[config.mk]
export PLATFORM = sky130hd
export DESIGN_NAME = tmr_timer
export DESIGN_NICKNAME = d
export VERILOG_FILES = /design/src/tmr_timer.v
export VERILOG_INCLUDE_DIRS = /design/src /design/src/src
export SDC_FILE = /design/constraint.sdc
export NUM_CORES = 1
export LEC_CHECK = 0
export ABC_AREA = 1
export BUFFER_PORTS_ARGS = -buffer_cell sky130_fd_sc_hd__buf_2
export CORE_MARGIN = 5
export CORE_UTILIZATION = 25
export CTS_BUF_LIST = sky130_fd_sc_hd__clkbuf_8
export DETAILED_ROUTE_END_ITERATION = 10
export GPL_TIMING_DRIVEN = 0
export PLACE_DENSITY = 0.48
export SYNTH_ARGS = -nofsm -noshare
export SYNTH_HDL_FRONTEND = slang
export SYNTH_SLANG_ARGS = --single-unit
export TNS_END_PERCENT = 30
[constraint.sdc]
create_clock -name hclk -period 2.3 [get_ports hclk]
set_clock_uncertainty 0.2 [all_clocks]
set_input_delay 0.115 -clock hclk [delete_from_list [all_inputs] [get_ports hclk]]
set_output_delay 0.115 -clock hclk [all_outputs]
set_load 0.03 [all_outputs]
[src/tmr_consts.vh]
`ifndef TMR_CONSTS_VH
`define TMR_CONSTS_VH

// Register byte offsets
`define TMR_OFS_CTRL 4'h0
`define TMR_OFS_LOAD 4'h4
`define TMR_OFS_CMP 4'h8
`define TMR_OFS_COUNT 4'hc

// Control/status field positions
`define TMR_BIT_RUN 0
`define TMR_BIT_OVF_IE 1
`define TMR_BIT_CMP_IE 2
`define TMR_MODE_LO 4
`define TMR_MODE_HI 7
`define TMR_BIT_INV 8
`define TMR_BIT_DIR 9
`define TMR_BIT_GPO 10
`define TMR_BIT_GPI 11
`define TMR_BIT_CMP_FLAG 12
`define TMR_BIT_OVF_FLAG 13

// Mode codes
`define TMR_MODE_GPIO 4'h0
`define TMR_MODE_PULSE 4'h1
`define TMR_MODE_TOGGLE 4'h2
`define TMR_MODE_EVENT 4'h3
`define TMR_MODE_WIDTH 4'h4
`define TMR_MODE_PERIOD 4'h5

// Reset values and limits
`define TMR_RST_MODE 4'h0
`define TMR_RST_VAL 24'h000000
`define TMR_CNT_MAX 24'hffffff
`define TMR_RST_WORD 32'h00000000

// AHB transfer type bit that marks an active transfer
`define TMR_HTRANS_ACT 1

`endif

[src/tmr_timer.v]
// Functional notes
// - The pin works as a general-purpose pin only while the mode field is all zero.
// - In timer modes a counter match with the compare value raises a compare interrupt when its enable is set, and none when clear.
// - The counter starts at the load value N, so a compare value M matches after M-N+1 events.
// - An event taking the 24-bit counter from all ones to zero raises an overflow interrupt when its enable is set.
// - Setting the run enable starts the timer and clears the counter; counting follows the mode code.
// - With run enable clear the timer stays stopped, and run enable and both interrupt enables reset to zero.
// - When all three channels are stopped and none is in general-purpose mode, the pin is released.
// - In mode 0 as input the pin level is reported as is, or inverted when the invert bit is set.
// - In mode 0 as output the written bit is driven as is, or inverted when the invert bit is set.
// - In modes 1 to 3 as input the counter steps on rising pin edges, or falling edges when inverted.
// - In mode 2 as output the initial level is driven as is, or inverted when the invert bit is set.
// - Mode 4 measures the high pulse width, or the low pulse width when inverted.
// - Mode 5 measures the period between rising edges, or falling edges when inverted.
`timescale 1ns/10ps
`include "tmr_consts.vh"

module tmr_timer (
   // Clock and reset
   input wire hclk,
   input wire hresetn,
   // AHB-Lite slave
   input wire hsel,
   input wire [31:0] haddr,
   input wire [1:0] htrans,
   input wire hwrite,
   input wire [2:0] hsize,
   input wire [31:0] hwdata,
   input wire hready,
   output reg [31:0] hrdata,
   output reg hreadyout,
   output reg hresp,
   // Timer pin
   input wire timer_io_pin_in,
   output reg timer_io_pin_out,
   output reg timer_io_pin_oe,
   // Other two channels stopped and not in gpio mode
   input wire others_quiet,
   // Interrupt requests
   output reg compare_irq,
   output reg overflow_irq
);

   // Control fields
   reg counter_run_enable;
   reg overflow_irq_enable;
   reg compare_irq_enable;
   reg [3:0] mode_select_field;
   reg polarity_invert;
   reg pin_dir_out;
   reg gpio_out_bit;
   reg compare_flag;
   reg overflow_flag;
   reg [23:0] load_value;
   reg [23:0] compare_value;
   reg [23:0] counter;
   reg [23:0] capture;
   reg first_event;
   reg measuring;
   reg toggle_level;
   reg pulse_level;
   // Bus phase state
   reg wr_pend;
   reg rd_pend;
   reg [3:0] dp_addr;
   // Pin synchroniser and edge history
   reg pin_meta;
   reg pin_sync;
   reg pin_prev;

   wire addr_ok;
   wire sel_ctrl;
   wire te_set;
   wire flag_clr_c;
   wire flag_clr_o;
   wire lvl;
   wire lvl_prev;
   wire rise;
   wire fall;
   wire gpio_mode;
   wire timer_mode;
   wire ext_src;
   wire tick;
   wire step;
   wire load_now;
   wire [23:0] next_counter;
   wire cmp_hit;
   wire ovf_hit;
   wire [31:0] ctrl_word;

   // Address phase acceptance and write decode
   assign addr_ok = hsel & htrans[`TMR_HTRANS_ACT] & hready;
   assign sel_ctrl = wr_pend & (dp_addr == `TMR_OFS_CTRL);
   assign te_set = sel_ctrl & hwdata[`TMR_BIT_RUN] &
                   ~counter_run_enable;
   assign flag_clr_c = sel_ctrl & hwdata[`TMR_BIT_CMP_FLAG];
   assign flag_clr_o = sel_ctrl & hwdata[`TMR_BIT_OVF_FLAG];

   // Polarity-corrected pin level and edges
   assign lvl = pin_sync ^ polarity_invert;
   assign lvl_prev = pin_prev ^ polarity_invert;
   assign rise = lvl & ~lvl_prev;
   assign fall = ~lvl & lvl_prev;

   // Mode decode
   assign gpio_mode = (mode_select_field == `TMR_MODE_GPIO);
   assign timer_mode = (mode_select_field == `TMR_MODE_PULSE) |
                       (mode_select_field == `TMR_MODE_TOGGLE) |
                       (mode_select_field == `TMR_MODE_EVENT);
   // Event counter always counts pin edges; modes 1, 2 do when input
   assign ext_src = (mode_select_field == `TMR_MODE_EVENT) |
                    ~pin_dir_out;
   assign tick = counter_run_enable & timer_mode &
                 (ext_src ? rise : 1'b1);

   // Counting step: timer events, or clock cycles while measuring
   assign load_now = tick & first_event;
   // Period mode keeps counting through the opposite pin edge
   assign step = (tick & ~first_event) |
                 (counter_run_enable & measuring & ~rise &
                  ~(fall & (mode_select_field == `TMR_MODE_WIDTH)) &
                  ((mode_select_field == `TMR_MODE_WIDTH) |
                   (mode_select_field == `TMR_MODE_PERIOD)));
   assign next_counter = load_now ? load_value :
                         counter + 24'h000001;
   assign cmp_hit = tick & (next_counter == compare_value);
   assign ovf_hit = step & (counter == `TMR_CNT_MAX);

   // Read view of the control/status word
   assign ctrl_word = {18'h00000, overflow_flag, compare_flag,
                       gpio_mode & ~pin_dir_out & lvl, gpio_out_bit,
                       pin_dir_out, polarity_invert, mode_select_field,
                       1'b0, compare_irq_enable, overflow_irq_enable,
                       counter_run_enable};

   // Bus slave: writes zero-wait, reads take one wait state
   always @(posedge hclk or negedge hresetn) begin
      if (!hresetn) begin
         wr_pend <= 1'b0;
         rd_pend <= 1'b0;
         dp_addr <= 4'h0;
         hreadyout <= 1'b1;
         hresp <= 1'b0;
         hrdata <= `TMR_RST_WORD;
      end else begin
         hresp <= 1'b0;
         if (rd_pend) begin
            rd_pend <= 1'b0;
            hreadyout <= 1'b1;
            case (dp_addr)
               `TMR_OFS_CTRL: hrdata <= ctrl_word;
               `TMR_OFS_LOAD: hrdata <= {8'h00, load_value};
               `TMR_OFS_CMP: hrdata <= {8'h00, compare_value};
               `TMR_OFS_COUNT: begin
                  if (measuring | ~timer_mode & ~gpio_mode)
                     hrdata <= {8'h00, capture};
                  else
                     hrdata <= {8'h00, counter};
               end
               default: hrdata <= `TMR_RST_WORD;
            endcase
         end else begin
            wr_pend <= addr_ok & hwrite;
            rd_pend <= addr_ok & ~hwrite;
            hreadyout <= ~(addr_ok & ~hwrite);
            if (addr_ok)
               dp_addr <= (haddr[31:4] == 28'h0000000) ?
                          haddr[3:0] : 4'h3;
         end
      end
   end

   // Control register fields
   always @(posedge hclk or negedge hresetn) begin
      if (!hresetn) begin
         counter_run_enable <= 1'b0;
         overflow_irq_enable <= 1'b0;
         compare_irq_enable <= 1'b0;
         mode_select_field <= `TMR_RST_MODE;
         polarity_invert <= 1'b0;
         pin_dir_out <= 1'b0;
         gpio_out_bit <= 1'b0;
         load_value <= `TMR_RST_VAL;
         compare_value <= `TMR_RST_VAL;
      end else if (wr_pend) begin
         case (dp_addr)
            `TMR_OFS_CTRL: begin
               counter_run_enable <= hwdata[`TMR_BIT_RUN];
               overflow_irq_enable <= hwdata[`TMR_BIT_OVF_IE];
               compare_irq_enable <= hwdata[`TMR_BIT_CMP_IE];
               mode_select_field <=
                  hwdata[`TMR_MODE_HI:`TMR_MODE_LO];
               polarity_invert <= hwdata[`TMR_BIT_INV];
               pin_dir_out <= hwdata[`TMR_BIT_DIR];
               gpio_out_bit <= hwdata[`TMR_BIT_GPO];
            end
            `TMR_OFS_LOAD: load_value <= hwdata[23:0];
            `TMR_OFS_CMP: compare_value <= hwdata[23:0];
            default: load_value <= load_value;
         endcase
      end
   end

   // Sticky flags: a new hit wins over a clear in the same cycle
   always @(posedge hclk or negedge hresetn) begin
      if (!hresetn) begin
         compare_flag <= 1'b0;
         overflow_flag <= 1'b0;
         compare_irq <= 1'b0;
         overflow_irq <= 1'b0;
      end else begin
         compare_flag <= (compare_flag & ~flag_clr_c) | cmp_hit;
         overflow_flag <= (overflow_flag & ~flag_clr_o) | ovf_hit;
         compare_irq <= compare_irq_enable & compare_flag;
         overflow_irq <= overflow_irq_enable & overflow_flag;
      end
   end

   // Counter, measurement capture and output waveform state
   always @(posedge hclk or negedge hresetn) begin
      if (!hresetn) begin
         counter <= `TMR_RST_VAL;
         capture <= `TMR_RST_VAL;
         first_event <= 1'b1;
         measuring <= 1'b0;
         toggle_level <= 1'b0;
         pulse_level <= 1'b0;
      end else if (te_set) begin
         counter <= `TMR_RST_VAL;
         first_event <= 1'b1;
         measuring <= 1'b0;
         toggle_level <= 1'b0;
         pulse_level <= 1'b0;
      end else if (counter_run_enable) begin
         pulse_level <= cmp_hit &
            (mode_select_field == `TMR_MODE_PULSE);
         if (cmp_hit & (mode_select_field == `TMR_MODE_TOGGLE))
            toggle_level <= ~toggle_level;
         case (mode_select_field)
            `TMR_MODE_PULSE, `TMR_MODE_TOGGLE, `TMR_MODE_EVENT: begin
               if (tick) begin
                  counter <= next_counter;
                  first_event <= 1'b0;
               end
            end
            `TMR_MODE_WIDTH: begin
               if (rise) begin
                  counter <= load_value;
                  measuring <= 1'b1;
               end else if (fall & measuring) begin
                  capture <= counter;
                  measuring <= 1'b0;
               end else if (step)
                  counter <= next_counter;
            end
            `TMR_MODE_PERIOD: begin
               if (rise) begin
                  if (measuring)
                     capture <= counter;
                  counter <= load_value;
                  measuring <= 1'b1;
               end else if (step)
                  counter <= next_counter;
            end
            default: measuring <= 1'b0;
         endcase
      end else begin
         pulse_level <= 1'b0;
         measuring <= 1'b0;
      end
   end

   // Pin synchroniser: first stage feeds only the second
   always @(posedge hclk or negedge hresetn) begin
      if (!hresetn) begin
         pin_meta <= 1'b0;
         pin_sync <= 1'b0;
         pin_prev <= 1'b0;
      end else begin
         pin_meta <= timer_io_pin_in;
         pin_sync <= pin_meta;
         pin_prev <= pin_sync;
      end
   end

   // Pin drive level and enable
   always @(posedge hclk or negedge hresetn) begin
      if (!hresetn) begin
         timer_io_pin_out <= 1'b0;
         timer_io_pin_oe <= 1'b0;
      end else begin
         case (mode_select_field)
            `TMR_MODE_GPIO:
               timer_io_pin_out <= gpio_out_bit ^ polarity_invert;
            `TMR_MODE_PULSE:
               timer_io_pin_out <= pulse_level ^ polarity_invert;
            `TMR_MODE_TOGGLE:
               timer_io_pin_out <= toggle_level ^ polarity_invert;
            default: timer_io_pin_out <= polarity_invert;
         endcase
         if (gpio_mode)
            timer_io_pin_oe <= pin_dir_out;
         else
            timer_io_pin_oe <= pin_dir_out &
               ((mode_select_field == `TMR_MODE_PULSE) |
                (mode_select_field == `TMR_MODE_TOGGLE)) &
               (counter_run_enable | ~others_quiet);
      end
   end

endmodule // tmr_timer

==> flow_metrics.tcl <==
set metrics [dict create \
    outcome "complete, but fails checks" \
    failed_checks "setup timing" \
    grt_pass1_vias 8422 \
    grtUsageTotal_pct 17.8 \
    nets 1405 \
    grt-ovfl-total 0 \
    dpl.cell_count 1660 \
    hold_violations 0 \
    layout_commonest_cell "nand2_1" \
    dpl.hpwl_um 24500 \
    leakage_nw 5.64 \
    avgViaCountPerCell 4.74 \
    die-area_sq_um 36700 \
    fin_cells 1783 \
    postRouteAntennaNets 0 \
    synth_edf_count 0 \
    design_area_sq_um 11300 \
    ys_seq_area_share_pct 45.5 \
    dr.pass1.iters 5 \
    drive_above_1_share_pct 26.1 \
    fp.dieH_um 192 \
    synth_area_leader_cell "dfrtp_1" \
    yosys-top-cells-area "dfrtp_1, nand2_1, o21ai_0" \
    p_int_mw 5.10 \
    path_class "flop to flop" \
    synth_flop_cell "dfrtp_1" \
    period_minus_slack_ns 2.51 \
    place_area_sq_um 9350 \
    maxSlewHeadroom_pct 51.5 \
    fp-row-count 66 \
    max_freq_mhz 398 \
    ys_types 39 \
    synth_top_area_share_pct 44.9 \
    grt_pass1_wl_um 49800 \
    p_clk_share_pct 31.1 \
    cp_slowest_stage_delay_ns 0.42 \
    drt_iter0_drc 631 \
    report.final.setup_viol 30 \
    yosysWarnings 0 \
    utilization_pct 34.8 \
    core_sq_um 32500 \
    clockBufferDepth 2 \
    critPathBufInv 3 \
    cp_slowest_cell "dfrtp_1" \
    power.density_nw_per_um2 710 \
    grt_max_degree 108 \
    crit_family "simple AND/OR/NAND/NOR gates" \
    fp.dieW_um 192 \
    area_growth_pct 37.3 \
    initial_utilization_pct 25.3 \
    cts_made_buffers 17 \
    crit_required_ns 2.46 \
    comb_power_share_pct 28.9 \
    port-buffer-count 92 \
    wl_per_cell_um 18.2 \
    clk_pin_slew_ns 0.10 \
    worstPathMaxFanout 7 \
    slew_viol_final 0 \
    postSynth.asyncResetShare_pct 100 \
    post-route-period-util_pct 109 \
    cts_sinks 150 \
    avgSynthCellArea_sq_um 7.39 \
    diodes 0 \
    drv_cap 0 \
    dp_slack_ns -0.848 \
    cts_tree "yes" \
    cts_max_level 4 \
    antenna_found_initial 0 \
    netSwitchingFraction_pct 36.5 \
    clock_latency_ns 0.47 \
    startpoint_type "flop" \
    postLayoutSetupSlackWorst_ns -0.210 \
    routed-via-count 8455 \
    cp_cell_sequence "inv_2 -> nand2_2 -> nand2_4 -> nand2_4 -> nand2_8 -> nand3_4 -> buf_8 -> buf_4 -> nand3_2 -> nand2_2 -> nand2_2 -> o21ai_2 -> nor2_1 -> nand2_1 -> nor2_4 -> nand3_2 -> nand2_1 -> nand2_1" \
    cp-end-kind "flop" \
    tightest_slew_ns 0.728 \
    ios 114 \
    synthCells 1116 \
    pwr-share-seq_pct 40.0 \
    rsz0062_at_grt "yes" \
    gp_congestion 0.893 \
    vdd_ir_drop_max_mv 0.363 \
    switching_power_mw 2.93 \
    crit_arrival_ns 2.67 \
    layout_common_cells "nand2_1, dfrtp_1, o21ai_0" \
    ys_ff_latch 150 \
    cts-root-buf "clkbuf_8" \
    postRouteWirelength_um 32500 \
    drcViolationCount 0 \
    hp-class "primary input to flop" \
    syn_area_sq_um 8250 \
]
[kinds of logic after synthesis]
kind of cell / Yosys count / share of synthesized area (%)
AND/OR/NAND/NOR: 528 / 27.6
flip-flops: 150 / 45.5
adder cells (fa/ha/maj): 1 / 0.152
XOR/XNOR: 7 / 0.743
buffers and inverters: 178 / 8.84
other: 1 / 0.0455
AO/OA/AOI/OAI: 251 / 17.0
[routing by layer]
layer  up-vias  GRT usage, %  share of wire [%]
met1      4060          24.6                 46
met3        49          2.54                4.6
met5         -             0                  0
met2       236          28.8                 46
li1       4110             -                  -
met4         0          5.99                3.3
[Yosys cell counts (all sizes together) (2+ instances only)]
cell      n
nand2   350
o21ai   161
dfrtp   148
inv     122
nor2     66
nand3    57
clkbuf   32
a21oi    31
nand4    30
o22ai    25
buf      22
o211ai   17
nand3b    8
nor4      8
xor2      7
nor3      6
a31oi     5
a221oi    4
a21o      3
or2       3
clkinv    2
dfstp     2
o32ai     2
[worst paths after layout]
| path | endpoint | start | slack (ns) | cells after the start |
|---|---|---|---|---|
| worst max-delay path | toggle_level | polarity_invert | -0.21 | 18 |
| worst min-delay path | dp_addr[0] | hsel | 0.01 | 5 |
| worst max register to register | toggle_level | polarity_invert | -0.21 | 18 |
| worst min register to register | pin_sync | pin_meta | 0.16 | 0 |
| max in group asynchronous | counter[9] | hresetn | 0.74 | 4 |
| min in group asynchronous | compare_value[18] | hresetn | 0.53 | 4 |
[stage by stage]
stage / hold slack, ns / setup TNS, ns / power (mW)
final: 0.0130 / -1.80 / 8.04
after global routing: 0.0839 / -6.78 / 8.52
after CTS: 0.00388 / -0.427 / 7.93
after detailed placement: -0.161 / -49.21 / 5.19
after global placement: 0.0276 / -323.78 / 5.16
after floorplan: -0.381 / 0 / 4.50
[power groups by stage]
stage                     logic (mW)  clock network, mW  registers, mW
after floorplan                 1.28                  0           3.22
after CTS                       2.17               2.55           3.21
after detailed placement        1.94                  0           3.25
final                           2.32               2.50           3.22
after global routing            2.59               2.66           3.27
after global placement          1.91                  0           3.25
[state kept, by name, indices dropped and copies added, names as in the netlist, 4 cells and up]
register / flops
dp_addr: 4
hrdata: 24
counter: 24
capture: 24
mode_select_field: 4
compare_value: 24
load_value: 24
[cell type report]
cell class / instances / area (sq um)
Multi-Input combinational cell: 796 / 4210
Buffer: 54 / 388
Clock inverter: 13 / 218
Timing Repair Buffer: 185 / 1440
Tap cell: 442 / 553
Clock buffer: 19 / 262
Sequential cell: 150 / 3760
Inverter: 124 / 484
Fill cell: 3506 / 21200
[worst reg2reg max path, delay by kind of cell, from the launching register on]
family	cells	cell delay, ns
and+or+nand+nor	14	1.30
buffers and inverters	3	0.43
DFF	1	0.42
AOI/OAI and AO/OA	1	0.06
[timing repair]
action                                  CTS  global route
hold endpoints to repair                217             0
endpoints found under the setup margin  110           117
gates resized for setup                 121           118
pin swaps                                18            23
hold buffers                             42             0
buffers inserted                         33            11
cloned                                    2             3
No activity file was read; power rests on OpenSTA's default activity.
